## src/verilog/dcs_pkg.sv

```systemverilog
package dcs_pkg;
    // object indices of the three registers
    localparam logic [15:0] DCS_IDX_CMD = 16'h6040;
    localparam logic [15:0] DCS_IDX_STAT = 16'h6041;
    localparam logic [15:0] DCS_IDX_MODE = 16'h6060;

    // reset values
    localparam logic [15:0] DCS_CMD_RST = 16'h0000;
    localparam logic [7:0] DCS_MODE_RST = 8'h00;
    localparam logic [15:0] DCS_ZERO16 = 16'h0000;
    localparam logic [7:0] DCS_ZERO8 = 8'h00;

    // command codes held in the low nibble of the command word
    localparam int DCS_CMD_LSB = 0;
    localparam int DCS_CMD_MSB = 3;
    localparam logic [3:0] DCS_C_NONE = 4'h0;
    localparam logic [3:0] DCS_C_SHUTDOWN = 4'h1;
    localparam logic [3:0] DCS_C_SWITCH_ON = 4'h2;
    localparam logic [3:0] DCS_C_ENABLE_OP = 4'h3;
    localparam logic [3:0] DCS_C_DISABLE_OP = 4'h4;
    localparam logic [3:0] DCS_C_DISABLE_V = 4'h5;
    localparam logic [3:0] DCS_C_QUICK_STOP = 4'h6;
    localparam logic [3:0] DCS_C_FAULT_RESET = 4'h7;

    // quick stop option code that holds quick-stop-active
    localparam logic [2:0] DCS_QS_STAY = 3'h5;

    // operating modes
    localparam logic [7:0] DCS_M_HOMING = 8'h06;
    localparam logic [7:0] DCS_M_PROF_POS = 8'h01;
    localparam logic [7:0] DCS_M_PROF_VEL = 8'h03;
    localparam logic [7:0] DCS_M_PROF_TRQ = 8'h04;
    localparam logic [7:0] DCS_M_INTERP = 8'h07;

    // communication-layer states
    typedef enum logic [1:0] {
        DCS_NMT_PREOP = 2'h0,
        DCS_NMT_OPER = 2'h1,
        DCS_NMT_STOP = 2'h2
    } dcs_nmt_t;

    // device states, one-hot
    typedef enum logic [7:0] {
        DCS_S_NOT_READY = 8'h01,
        DCS_S_SW_DIS = 8'h02,
        DCS_S_READY = 8'h04,
        DCS_S_SW_ON = 8'h08,
        DCS_S_OP_EN = 8'h10,
        DCS_S_QSTOP = 8'h20,
        DCS_S_FLT_REACT = 8'h40,
        DCS_S_FAULT = 8'h80
    } dcs_state_t;

    // active-mode one-hot encoding (bit per mode)
    localparam int DCS_NMODES = 5;
    localparam int DCS_STATE_W = 8;
endpackage : dcs_pkg

```

## src/verilog/dcs_ctrl.sv

```systemverilog
`timescale 1ns/100ps
// How it works
// - host writes command word; device acts on it
// - state report word always shows state
// - active mode taken from mode selector
// - five modes: homing, position, velocity, torque, interpolated
// - block runs only in operational comm state
// - only commands valid for state transition
// - initializing: brake on, drive disabled
// - switch-on-disabled: params writable, drive disabled
// - params writable except while initializing
// - switched on: power ready, drive disabled
// - operation enabled: no fault, drive powered
// - quick stop active: stopping, drive powered
// - option 5 holds quick stop until enable
// - non-fatal fault: fault reaction, stop, powered
// - fault state keeps drive disabled
// - reset initializes, then switch-on-disabled, monitoring on
// - shutdown, switch-on, enable-op step forward
// - disable-voltage: switch-on-disabled, power off now, except in quick stop under option 5
// - quick stop; completes to switch-on-disabled unless 5
module dcs_ctrl
    import dcs_pkg::*;
(
    // clocking
    input wire logic clk,
    input wire logic rst_n,
    input wire logic ce,
    // object access port
    input wire logic obj_wr,
    input wire logic obj_rd,
    input wire logic [15:0] obj_idx,
    input wire logic [15:0] obj_wdata,
    output logic [15:0] obj_rdata,
    output logic obj_ack,
    // communication layer state
    input wire dcs_pkg::dcs_nmt_t nmt_state,
    // drive-side events
    input wire logic init_done,
    input wire logic fault_nonfatal,
    input wire logic fault_fatal,
    input wire logic fault_react_done,
    input wire logic qstop_done,
    input wire logic [2:0] qstop_option,
    // drive-side controls
    output logic brake_on,
    output logic power_on,
    output logic drive_enable,
    output logic qstop_run,
    output logic param_wr_ok,
    output logic monitor_on,
    output logic [DCS_NMODES-1:0] mode_active,
    output logic mode_valid,
    output logic [DCS_STATE_W-1:0] state_onehot
);
    import dcs_pkg::*;

    // state register and next value
    dcs_state_t state_reg;
    dcs_state_t state_next;
    // command word, mode selector storage
    logic [15:0] cmd_q;
    logic [7:0] mode_q;
    // pending command pulse from a fresh write
    logic cmd_new_reg;
    logic cmd_new_next;
    // registered outputs
    logic [15:0] rdata_reg;
    logic ack_reg;
    logic [DCS_NMODES-1:0] mode_active_reg;
    logic mode_valid_reg;

    // whole block runs only when comm layer operational
    wire run = ce && (nmt_state == DCS_NMT_OPER);

    // address decode
    wire hit_cmd = (obj_idx == DCS_IDX_CMD);
    wire hit_stat = (obj_idx == DCS_IDX_STAT);
    wire hit_mode = (obj_idx == DCS_IDX_MODE);
    wire wr_cmd = run && obj_wr && hit_cmd;
    wire wr_mode = run && obj_wr && hit_mode && param_wr_ok;
    wire [3:0] cmd = cmd_q[DCS_CMD_MSB:DCS_CMD_LSB];
    wire cmd_go = cmd_new_reg;
    wire qs_stay = (qstop_option == DCS_QS_STAY);

    // command word storage
    dcs_reg #(.W(16), .RST(DCS_CMD_RST)) u_cmd (
        .clk(clk),
        .rst_n(rst_n),
        .ce(ce),
        .we(wr_cmd),
        .wdata(obj_wdata),
        .q(cmd_q)
    );

    // mode selector storage
    dcs_reg #(.W(8), .RST(DCS_MODE_RST)) u_mode (
        .clk(clk),
        .rst_n(rst_n),
        .ce(ce),
        .we(wr_mode),
        .wdata(obj_wdata[7:0]),
        .q(mode_q)
    );

    // a command acts once, in the cycle after its write
    assign cmd_new_next = wr_cmd;

    // state transitions
    always_comb begin
        state_next = state_reg;
        unique case (state_reg)
            // self test finishes to switch-on-disabled
            DCS_S_NOT_READY: begin
                if (init_done) begin
                    state_next = DCS_S_SW_DIS;
                end
            end
            // wait for shutdown
            DCS_S_SW_DIS: begin
                if (cmd_go && cmd == DCS_C_SHUTDOWN) begin
                    state_next = DCS_S_READY;
                end
            end
            // ready: switch on or drop back
            DCS_S_READY: begin
                if (cmd_go && cmd == DCS_C_SWITCH_ON) begin
                    state_next = DCS_S_SW_ON;
                end else if (cmd_go && (cmd == DCS_C_QUICK_STOP ||
                                        cmd == DCS_C_DISABLE_V)) begin
                    state_next = DCS_S_SW_DIS;
                end
            end
            // switched on
            DCS_S_SW_ON: begin
                if (cmd_go && cmd == DCS_C_ENABLE_OP) begin
                    state_next = DCS_S_OP_EN;
                end else if (cmd_go && cmd == DCS_C_SHUTDOWN) begin
                    state_next = DCS_S_READY;
                end else if (cmd_go && (cmd == DCS_C_DISABLE_V ||
                                        cmd == DCS_C_QUICK_STOP)) begin
                    state_next = DCS_S_SW_DIS;
                end
            end
            // normal operation
            DCS_S_OP_EN: begin
                if (cmd_go && cmd == DCS_C_DISABLE_OP) begin
                    state_next = DCS_S_SW_ON;
                end else if (cmd_go && cmd == DCS_C_SHUTDOWN) begin
                    state_next = DCS_S_READY;
                end else if (cmd_go && cmd == DCS_C_DISABLE_V) begin
                    state_next = DCS_S_SW_DIS;
                end else if (cmd_go && cmd == DCS_C_QUICK_STOP) begin
                    state_next = DCS_S_QSTOP;
                end
            end
            // quick stop running
            DCS_S_QSTOP: begin
                if (qs_stay) begin
                    if (cmd_go && cmd == DCS_C_ENABLE_OP) begin
                        state_next = DCS_S_OP_EN;
                    end
                end else if (qstop_done || (cmd_go && cmd == DCS_C_DISABLE_V)) begin
                    state_next = DCS_S_SW_DIS;
                end
            end
            // fault reaction runs to fault
            DCS_S_FLT_REACT: begin
                if (fault_react_done) begin
                    state_next = DCS_S_FAULT;
                end
            end
            // fault: leave on fault reset once cause is gone
            DCS_S_FAULT: begin
                if (cmd_go && cmd == DCS_C_FAULT_RESET && !fault_nonfatal &&
                    !fault_fatal) begin
                    state_next = DCS_S_SW_DIS;
                end
            end
            // illegal code recovers to initializing
            default: begin
                state_next = DCS_S_NOT_READY;
            end
        endcase
        // any fault outside initializing and fault handling takes over
        if ((fault_nonfatal || fault_fatal) && state_reg != DCS_S_NOT_READY &&
            state_reg != DCS_S_FLT_REACT && state_reg != DCS_S_FAULT) begin
            state_next = DCS_S_FLT_REACT;
        end
    end

    // state register; reset enters initializing
    always_ff @(posedge clk) begin
        if (!rst_n) begin
            state_reg <= DCS_S_NOT_READY;
            cmd_new_reg <= 1'b0;
        end else if (run) begin
            state_reg <= state_next;
            cmd_new_reg <= cmd_new_next;
        end else if (ce) begin
            cmd_new_reg <= 1'b0;
        end
    end

    // state report word, code per state
    wire [15:0] stat_word = {DCS_ZERO8, state_reg};

    // read data mux
    wire [15:0] rd_mux = hit_cmd ? cmd_q :
                         hit_stat ? stat_word :
                         hit_mode ? {DCS_ZERO8, mode_q} : DCS_ZERO16;

    // mode decode from selector
    wire [DCS_NMODES-1:0] mode_dec = {
        mode_q == DCS_M_INTERP,
        mode_q == DCS_M_PROF_TRQ,
        mode_q == DCS_M_PROF_VEL,
        mode_q == DCS_M_PROF_POS,
        mode_q == DCS_M_HOMING
    };

    // read answer and mode outputs
    always_ff @(posedge clk) begin
        if (!rst_n) begin
            rdata_reg <= DCS_ZERO16;
            ack_reg <= 1'b0;
            mode_active_reg <= '0;
            mode_valid_reg <= 1'b0;
        end else if (ce) begin
            ack_reg <= run && (obj_rd || obj_wr);
            if (run && obj_rd) begin
                rdata_reg <= rd_mux;
            end
            mode_active_reg <= mode_dec;
            mode_valid_reg <= |mode_dec;
        end
    end

    // outputs
    assign obj_rdata = rdata_reg;
    assign obj_ack = ack_reg;
    assign mode_active = mode_active_reg;
    assign mode_valid = mode_valid_reg;
    assign state_onehot = state_reg;

    // drive-side controls from state
    assign brake_on = (state_reg == DCS_S_NOT_READY);
    assign power_on = (state_reg == DCS_S_SW_ON) || (state_reg == DCS_S_OP_EN) ||
                      (state_reg == DCS_S_QSTOP) ||
                      (state_reg == DCS_S_FLT_REACT);
    assign drive_enable = (state_reg == DCS_S_OP_EN) || (state_reg == DCS_S_QSTOP) ||
                          (state_reg == DCS_S_FLT_REACT);
    assign qstop_run = (state_reg == DCS_S_QSTOP) ||
                       (state_reg == DCS_S_FLT_REACT);
    assign param_wr_ok = (state_reg != DCS_S_NOT_READY);
    assign monitor_on = (state_reg != DCS_S_NOT_READY);
endmodule : dcs_ctrl

```

## src/verilog/dcs_reg.sv

```systemverilog
`timescale 1ns/100ps
// one writable register with hold under clock enable
module dcs_reg #(
    parameter int W = 16,
    parameter logic [W-1:0] RST = '0
) (
    // clocking
    input wire logic clk,
    input wire logic rst_n,
    input wire logic ce,
    // write port
    input wire logic we,
    input wire logic [W-1:0] wdata,
    // stored value
    output logic [W-1:0] q
);
    // stored value updates on write
    always_ff @(posedge clk) begin
        if (!rst_n) begin
            q <= RST;
        end else if (ce && we) begin
            q <= wdata;
        end
    end
endmodule : dcs_reg
```

## config.mk

```make
export PLATFORM = sky130hd
export DESIGN_NAME = dcs_ctrl
export DESIGN_NICKNAME = d
export VERILOG_FILES = /design/src/verilog/dcs_pkg.sv /design/src/verilog/dcs_ctrl.sv /design/src/verilog/dcs_reg.sv
export SDC_FILE = /design/constraint.sdc
export NUM_CORES = 1
export LEC_CHECK = 0
export BUFFER_PORTS_ARGS = -buffer_cell sky130_fd_sc_hd__clkbuf_2
export CAP_MARGIN = 20
export CORE_ASPECT_RATIO = 0.8
export CORE_MARGIN = 2
export CORE_UTILIZATION = 41
export DETAILED_ROUTE_END_ITERATION = 8
export HOLD_SLACK_MARGIN = 0.15
export PLACE_DENSITY = 0.75
export SETUP_SLACK_MARGIN = 0.02
export SYNTH_ARGS = -nofsm -noshare
export SYNTH_HDL_FRONTEND = slang
export SYNTH_SLANG_ARGS = --single-unit
```

## constraint.sdc

```tcl
create_clock -name clk -period 2.8 [get_ports clk]
set_input_delay 0.28 -clock clk [delete_from_list [all_inputs] [get_ports clk]]
set_output_delay 0.28 -clock clk [all_outputs]
set_load 0.02 [all_outputs]
```

---- After elaboration in Yosys (flattened, before gate mapping) ----
Index checks and enable logic that the tools add are counted.
storage, ports and cells
  flip-flop bits (word level) ............. 56
  bits of input ports ..................... 47
  output and inout port bits .............. 37
operators by class
  equal/unequal tests ..................... 35
  mux-type cells .......................... 22
  reduce and logical (&&, ||, !) cells .... 38
operator list
  operator                                                                  number
  8-bit two-way mux                                                         18
  8-bit one-hot mux with 8 select lines                                     1
  16-bit by 15-bit equality test with 1-bit output (second input constant)  3
  8-bit by 3-bit equality test with 1-bit output (second input constant)    4
  1-bit logical AND                                                         22
  4-bit by 3-bit equality test with 1-bit output (second input constant)    4
  8-bit by 1-bit equality test with 1-bit output (second input constant)    2
  8-bit by 2-bit equality test with 1-bit output (second input constant)    2
  16-bit two-way mux                                                        1
  1-bit logical OR                                                          10
  3-bit inequality test (second input constant)                             3
  4-bit by 2-bit equality test with 1-bit output (second input constant)    2
  8-bit by 4-bit equality test with 1-bit output (second input constant)    1
  8-bit by 5-bit equality test with 1-bit output (second input constant)    1
  8-bit by 6-bit equality test with 1-bit output (second input constant)    1
  8-bit by 7-bit equality test with 1-bit output (second input constant)    1
  8-bit equality test (second input constant)                               1
  4-bit inequality test (second input constant)                             2
  8-bit by 1-bit inequality test with 1-bit output (second input constant)  1
  8-bit by 7-bit inequality test with 1-bit output (second input constant)  1
  8-bit inequality test (second input constant)                             1
  8-bit AND reduction                                                       1
  6-bit inequality test (second input constant)                             1
  5-bit OR reduction                                                        1
  8 further kinds                                                           10

---- Depth between registers and ports, before layout ----
Gate-level depths: netlist of run 1.
  depth after elaboration ................. 8
  depth in mapped cells ................... 9

---- By module ----
Synthesis of run 1 repeated with hierarchy kept, for this count alone.
unflattened totals
  cell total of the unflattened synthesis .. 376
  area, all modules ....................... 3108.0 sq um
by module, submodules not included
  module            instances  cells each  area an instance (sq um)  sequential area each (sq um)
  dcs_ctrl          1          265         2080.7                    640.6
  dcs_reg (u_cmd)   1          73          668.1                     320.3
  dcs_reg (u_mode)  1          38          359.1                     160.2

---- Least setup slack after synthesis of run 1 ----
OpenSTA, ideal clock, no wires.
  path type ............................... flip-flop to flip-flop
  start ................................... register state_reg[5], in the netlist state_onehot[5]
  end ..................................... register state_reg[2], in the netlist state_onehot[2]
  arrival ................................. 2.337 ns
  data required time ...................... 2.683 ns
  path slack .............................. 0.345 ns
  stages on the path, launching flop included .. 9
  clock period less this slack ............ 2.455 ns
  cell sequence ........................... dfxtp_1 -> clkbuf_2 -> nor3_1 -> nand4_1 -> o22ai_1 -> or4_4 -> or2_1 -> buf_6 -> a32o_1
on the way
  longest elaborated chain between the ends .. 6
  elaborated cells on any way between the ends .. 24
  classes of those cells .................. eq/ne: 18; mux: 2; reduce/logical: 4
ends and longest elaborated chain
  item                                                                  RTL line         RTL
  start: declaration                                                    dcs_ctrl.sv:59   dcs_state_t state_reg;
  start signal: assignment                                              dcs_ctrl.sv:198  state_reg <= state_next;
  8-bit by 1-bit inequality test with 1-bit output *                    n/a
  net monitor_on                                                        dcs_ctrl.sv:51   output logic monitor_on,
  1-bit logical AND * (2 in a row)                                      dcs_ctrl.sv:186  if ((fault_nonfatal || fault_fatal) && state_reg != DCS_S_NOT_READY &&
  1-bit logical AND *                                                   dcs_ctrl.sv:187  state_reg != DCS_S_FLT_REACT && state_reg != DCS_S_FAULT) begin
  6-bit inequality test (no source line), or another cell as far along  n/a
  8-bit AND reduction (no source line)                                  n/a
Mark *: on every way through the listed nets, which the timed path passes. The rest lies on a longest branch.
A chain may end at the register's enable or synchronous reset.

---- Final worst setup path of run 1 ----
  start ................................... register state_reg[6], in the netlist state_onehot[6]
  end ..................................... register state_reg[1], in the netlist state_onehot[1]
on the way
  longest elaborated chain between the ends .. 6
  elaborated cells on any way between the ends .. 24
  classes of those cells .................. eq/ne: 18; mux: 2; reduce/logical: 4
ends and longest elaborated chain
  item                                                                  RTL line
  8-bit by 1-bit inequality test with 1-bit output                      dcs_ctrl.sv:186
  1-bit logical AND (2 in a row)                                        dcs_ctrl.sv:186
  1-bit logical AND                                                     dcs_ctrl.sv:187
  6-bit inequality test (no source line), or another cell as far along  n/a
  8-bit AND reduction (no source line)                                  n/a
Parallel ways exist; a longest one is shown, timed or not.

==> metrics.md, run 1 <==
| Metric | Value |
|---|---|
| CP bufs+invs | 0 |
| Inserted Diodes | 0 |
| Final setup margin | 0.4289 ns |
| First-pass GRT wire length | 12.56 mm |
| Drt pass-1 iters | 4 |
| Met2 routed WL | 3.392 mm |
| Critical path fanouts, max | 12 |
| WL final | 7.849 mm |
| Commonest non-fill, non-tap cell in the layout | clkbuf_2 |
| Setup CP Type | register to register |
| Synth Area in XOR/XNOR | under 10% |
| Post-Synth Simple-Gate Area | 30.27% |
| Via density | between 5 and 6 |
| Hold Path Class | input pin to register |
| Number of synthesized flops with an enable pin | 0 |
| Peak Freq | 0.4217 GHz |
| Die area | 8003 um^2 |
| Post-synthesis mux area share | between 5 and 6% |
| CTS Buf Count | 5 |
| Skew final | about 0.0077 ns |
| Slew headroom | 45.32% |
| Hold Buf Count CTS | 0 |
| Total GRT Usage | 19.69% |
| Grt total ovfl | 0 |
| Worst setup SP type | register |
| Post-synth top area share | between 30% and 40% |
| Delay-heaviest family, CP | simple AND/OR/NAND/NOR gates |
| Core area | roughly 7000 um^2 |
| Resize count post-CTS | 0 |
| Seq cells post-synth | 56 |
| Max Used Layer | met4 |
| CP Capture Type | register |
| Final min period | ~2.4 ns |
| Post-synth top flop | dfxtp_1 |
| Crit-path slowest cell | dfxtp_1 |
| Number of setup buffers added after CTS | 0 |
| Metal3 WL | 580 um |
| Max VDD drop | ~0.21 mV |
| Root buffer cell | clkbuf_8 |
| Drt first-iter violations | 229 |
| Dpl hpwl | 5.957 mm |
| Cell area power density | 397.0 nW/um^2 |
| CP Data Required Time | between 3 and 4 ns |
| Std cell rows | 27 |
| Placed cell areas | 3438 um^2 |
| Syn_nets | 412 |
| Post-Place Setup Slack | 0.4358 ns |
| Boundary Pins | 84 |
| Post-synth ARST share | 0% |
| Synth Cell Area | ~3000 um^2 |
| GP Congestion | between 0.9 and 1 |
| Setup_tns | 0 ns |
| Clock transition at path regs | about 0.11 ns |
| Via count of the first global-routing pass | 2,486 |
| Maxcap violations | 0 |
| Metal-1 WL | 3.804 mm |
| Initial antenna violation count | 0 |
| Commonest non-fill, non-tap cells in the layout | 83 x clkbuf_2, 61 x nand2_1, 56 x dfxtp_1 |
| Largest net degree at the start of global routing | 54 |
| Post-Synth Adder-Cell Area | 0% |
| ANT nets after route | 0 |
| Worst path max stage delay | a little over 0.6 ns |
| Register area share after synthesis | between 30% and 40% |
| Port bufs | 83 |
| # DRC | 0 |
| Initial Utilization | a little over two fifths |
| Pleak | approximately 1.3 nW |
| Worst-Skew Late Latency | 0.32 ns |
| Clock tree buffer depth | 2 |
| Yosys warnings | 0 |
| Ranking of synthesized cells by area | dfxtp_1 37%, nand2_1 7.7%, nor2b_1 5.6%, mux2i_1 5.4%, a21boi_1 4.8% |
| Die Y | 80.42 um |
| Main combinational cell family by area after synthesis | simple AND/OR/NAND/NOR gates |
| Worst slew pin tran | 0.8202 ns |
| Htree depth | 2 |
| Area Growth Syn to Fin | 18.10% |
| CTS tree | done |
| Distinct cell type count after synthesis | 60 |
| Cells after Synth | 365 |
| Worst EP arrival | 2.58 ns |
| Final setup viols | 0 |
| Synth Area in Compound Gates | between 20 and 25% |
| Post-Syn Area per Cell | around 8.2 um^2 |
| Fin util | 50.55% |
| Yosys top cell by area | dfxtp_1 |
| RSZ-0062 raised after global routing | no |
| Final std cell area, no fill | 3535 um^2 |
| CTS Sinks | 56 |
| Worst path cell trace | nor2_1 > nand4_1 > o22ai_1 > or4_4 > or2_1 > a32o_1 |
| Final Hold Fails | 0 |
| DIE WIDTH | 99.52 um |
| Outcome | completed |
| Nets | about 480 |
| Via count | 2,825 |
| Fin crit share | a little over four fifths |
| Max-slew violation count | 0 |
| Fraction of layout cells with a size suffix above 1 | 25.40% |
| Routed len/inst | 15.09 um |
==> layer usage <==
| metal | GRT usage [%] | up-vias |
|---|---|---|
| li1 | - | 1418 |
| met1 | 29.26 | 1301 |
| met2 | 29.32 | 99 |
| met3 | 3.655 | 7 |
| met4 | 4.658 | 0 |
| met5 | 0 | - |
==> layout make-up <==
class	instances	area, um^2
clock buffer	5	68.82
clock inverter	3	27.53
timing repair buffer	89	460.4
fill	659	3458
tap	87	108.9
sequential	56	1121
multi-input combinational	273	1722
inverter	7	26.28
==> Yosys cell counts, drive strengths merged, types with 2 or more instances <==
cell	count
or2	4
a22oi	11
nor4b	2
o21ai	12
a21oi	6
a32o	5
inv	7
xnor2	2
nand4	7
nand3	12
dfxtp	56
o22ai	4
xor2	2
nor3	6
nand4b	3
nand2b	5
nor2	19
and4	2
nand3b	2
a21boi	30
nor4	5
nand2	61
or4	2
buf	11
clkbuf	18
nor3b	4
nor2b	27
mux2i	16
and2	3
o211ai	6
==> worst min-delay path, cell delays in order <==
cell,delay [ns]
clkbuf_2,0.08
nand2_1,0.05
a21boi_1,0.05
==> where the power goes <==
| group | leakage [nW] | internal, mW | switching [mW] |
|---|---|---|---|
| combinational | 0.837 | 0.0588 | 0.0718 |
| clock | 0.0463 | 0.184 | 0.284 |
| sequential | 0.451 | 0.798 | 0.00578 |
==> cells by family (layout without fill, tap and decap cells) <==
group,Yosys count,count (layout)
flip-flops,56,56
multiplexers,16,16
XOR/XNOR,4,4
buffers and inverters,36,104
AND/OR/NAND/NOR,168,168
AO/OA/AOI/OAI,85,85
==> final timing paths <==
kind	start	end	slack (ns)	cells after the start
setup / recovery	state_onehot[6]	state_onehot[1]	0.43	6
hold / removal	obj_wdata[13]	u_cmd.q[13]	0.18	3
setup reg to reg	state_onehot[6]	state_onehot[1]	0.43	6
hold reg to reg	u_cmd.q[13]	u_cmd.q[13]	0.46	2
==> through the flow <==
step	cells	total power [mW]	hold WS [ns]
6_report	520	1.403	0.1756
4_1_cts	520	1.414	0.1688
2_1_floorplan	365	0.8966	0.4192
3_3_place_gp	512	0.9528	0.4366
5_1_grt	520	1.454	0.1730
3_5_place_dp	512	0.9524	0.4442
Power figures use the tool's default switching activity.
==> inputs of run 2 (changes only) <==
- ABC_AREA: not set -> 1
- clock period: 2.8 -> 2.3 ns (I/O delays scaled with it)
==> run 2 against run 1 <==
Effect of this change:
- clock skew rose by 0.0038 ns
- wire length up 0.78%
- sequential power grew 27%
- via count is 11% higher
- critical path type is now register to primary output
- sequential share of layout area shrank 0.18 points
- utilization rose by 0.53 points
- die area hardly changed
- power increased by 43%
- cell area rose by 0.57%
==> metrics.md, run 2 <==
| Metric | Value |
|---|---|
| Drt pass-1 iters | 5 (+1) |
| Commonest non-fill, non-tap cells in the layout | 119 x nand2_1, 83 x clkbuf_2, 56 x dfxtp_1 |
| Synth top cells by count | 119 x nand2_1, 56 x dfxtp_1, 52 x nor2_1, 43 x nand3_1, 40 x a21oi_1 |
| Max VDD drop | 0.2467 mV (+19%) |
| Reg2reg end | state_onehot[1] |
| Final setup viols | 0 (unchanged) |
| Skew final | 0.01154 ns (+0.003815 ns) |
| Dpl hpwl | 6.194 mm (+4.0%) |
| Cell with the most instances after synthesis | nand2_1 |
| Fillers | 712 (+8.0%) |
| CTS tree | done |
| Cell area power density | 566.0 nW/um^2 (+43%) |
| Crit-path slowest cell | dfxtp_1 |
| Via count | 3,146 (+11%) |
| Post-Syn Area per Cell | 6.753 um^2 (-18%) |
| Die area | 8000 um^2 (about the same) |
| CTS Sinks | 56 (unchanged) |
| Grt total ovfl | 0 (unchanged) |
| End point of the critical path | power_on |
| Seq cells post-synth | 56 (unchanged) |
| Fraction of layout cells with a size suffix above 1 | 25.43% (+0.026 points) |
| Resize count post-CTS | 0 (unchanged) |
| Outcome | completed |
| Initial Utilization | 42.99% (+0.19 points) |
| Yosys top cell by area | dfxtp_1 |
| Synth Cell Area | 2992 um^2 (about the same) |
| Slew headroom | 69.05% (+24 points) |
| Setup CP Type | register to primary output |
| Critical path fanouts, max | 6 (-6) |
| Worst path max stage delay | 0.50 ns (-0.12 ns) |
| Fin util | 51.08% (+0.53 points) |
| Root buffer cell | clkbuf_8 |
| Max-slew violation count | 0 (unchanged) |
| Worst setup SP type | register |
| Placed cell areas | 3453 um^2 (+0.44%) |
| Ranking of synthesized cells by area | dfxtp_1 37%, nand2_1 15%, nand3_1 7.2%, a21oi_1 6.7%, nor2_1 6.5% |
| Largest net degree at the start of global routing | 42 (-22%) |
| Cells after Synth | 443 (+21%) |
| Crit. Startpoint | state_onehot[4] |
| Drt first-iter violations | 203 (-11%) |
| Commonest non-fill, non-tap cell in the layout | nand2_1 |
| Maxcap violations | 0 (unchanged) |
| Worst path cell trace | nor2_1 > nand2_1 > a21oi_1 > inv_1 > nand2_1 > or2_2 > clkbuf_2 |
| Worst slew pin tran | 0.4638 ns (-0.3565 ns) |
| Nets | 569 (+19%) |
| R2r setup slk | 0.52 ns (+0.09 ns) |
| CTS Buf Count | 5 (unchanged) |
| Post-synth top area share | 37.47% (about the same) |
| Via density | 5.157 (-5.1%) |
| Syn_nets | 490 (+19%) |
| Inserted Diodes | 0 (unchanged) |
| Final Hold Slack | 0.1542 ns (-0.02147 ns) |
| Clock transition at path regs | 0.11 ns (about the same) |
| Worst-Skew Late Latency | 0.32 ns (about the same) |
| Distinct cell type count after synthesis | 31 (-48%) |
| Post-synth top flop | dfxtp_1 |
| Routed len/inst | 12.97 um (-14%) |
| Peak Freq | 0.5119 GHz |
| Final min period | 1.954 ns |
| First-pass GRT wire length | 13.01 mm (+3.6%) |
| Hold Path Class | input pin to register |
| CP Capture Type | primary output |
| Setup_tns | 0 ns (unchanged) |
| Final Hold Fails | 0 (unchanged) |
| WL final | 7.910 mm (+0.78%) |
| RSZ-0062 raised after global routing | no |
| DIE WIDTH | 99.50 um (about the same) |
| Clock tree buffer depth | 2 (unchanged) |
| Area Growth Syn to Fin | 18.82% |
| Htree depth | 2 (unchanged) |
| Reg2reg path depth | 11 (+5) |
| Via count of the first global-routing pass | 2,794 (+12%) |
| Post-synth ARST share | 0% (unchanged) |
| Die Y | 80.40 um (about the same) |
| Fin crit share | 84.94% |
| Number of synthesized flops with an enable pin | 0 (unchanged) |
| Initial antenna violation count | 0 (unchanged) |
| Worst r2r src | state_onehot[4] |
| Most common cell on crit path | nand2_1 |
| GP Congestion | 0.8865 (-7.9%) |
| Core area | 6959 um^2 (-0.48%) |
| # DRC | 0 (unchanged) |
| CP Data Required Time | 2.07 ns (-0.94 ns) |
| Worst EP arrival | 1.72 ns (-0.86 ns) |
| Total GRT Usage | 20.13% (+0.44 points) |
| Pleak | 1.539 nW (+15%) |
| Register area share after synthesis | 37.47% (about the same) |
| ANT nets after route | 0 (unchanged) |
| Final std cell area, no fill | 3555 um^2 (+0.57%) |
| Yosys warnings | 0 (unchanged) |
| Boundary Pins | 84 (unchanged) |
| Port bufs | 83 (unchanged) |
| Std cell rows | 27 (unchanged) |
==> run 2: cell count changes in the layout (fill, tap and decap cells not counted), sizes merged, moves of 5 or more <==
cell,before,now
nand2,61,131
inv,8,35
nand2b,5,0
mux2i,16,0
nor2b,27,0
nor3,6,12
a22oi,11,0
a21boi,30,0
a32o,5,0
a21oi,6,40
nor2,19,66
nand3,12,46
==> run 2: final cells by class <==
cell class                 instances  area, um^2  share of cell area, %
tap                               87       108.9                  3.062
clock inverter                     3       22.52                 0.6336
sequential                        56        1121                  31.54
multi-input combinational        337        1648                  46.36
timing repair buffer              88       455.4                  12.81
inverter                          34       130.1                  3.661
clock buffer                       5       68.82                  1.936
==> run 2: kinds of logic after synthesis <==
logic type	count (synthesis)	synth area share, %
flops	56	37.47
simple gates	274	43.79
buf+inv	50	7.445
compound gates	63	11.29
==> run 2: worst min-delay path by stage <==
| stage | end | cells after the start | slack (ns) | from |
|---|---|---|---|---|
| 6_report | u_cmd.q[14] | 3 | 0.15 | obj_wdata[14] |
| 5_1_grt | u_cmd.q[11] | 3 | 0.17 | obj_wdata[11] |
| 4_1_cts | u_cmd.q[14] | 3 | 0.15 | obj_wdata[14] |
| 3_5_place_dp | obj_rdata[8] | 2 | 0.46 | obj_rdata[8] |
| 3_3_place_gp | u_cmd.q[14] | 2 | 0.45 | u_cmd.q[14] |
| 2_1_floorplan | mode_valid | 2 | 0.37 | rst_n |
==> run 2: per-stage QoR <==
| step | setup slack (ns) | std cells | power (mW) |
|---|---|---|---|
| after floorplan | 0.5732 | 443 | 1.358 |
| after global placement | 0.3591 | 601 | 1.478 |
| after detailed placement | 0.2657 | 601 | 1.481 |
| after CTS | 0.3354 | 610 | 2.021 |
| after global routing | 0.2068 | 610 | 2.107 |
| final | 0.3465 | 610 | 2.012 |
==> run 2: per-layer routing <==
layer,track usage [%],share of wire (%),vias up
met3,3.220,5.9,10
met5,0,0,-
met4,5.479,1.7,0
met1,29.31,48,1427
li1,-,-,1613
met2,30.81,44,96
==> run 2: critical path: cells and delay by family, from the launching register on <==
family                 cells  cell delay (ns)
AOI/OAI and AO/OA          1             0.11
buffers and inverters      2             0.21
DFF                        1             0.50
and+or+nand+nor            4             0.58
==> run 2: repair_timing <==
action	4_1_cts	5_1_grt
hold buffers	1	0
endpoints found under the hold margin	1	0
buffers inserted	0	0
==> run 2: report_power, final <==
part / total [mW] / leakage, nW / switching (mW) / internal (mW)
registers: 1.02 / 0.453 / 0.0312 / 0.990
logic: 0.439 / 1.04 / 0.296 / 0.144
clock network: 0.551 / 0.0485 / 0.332 / 0.219
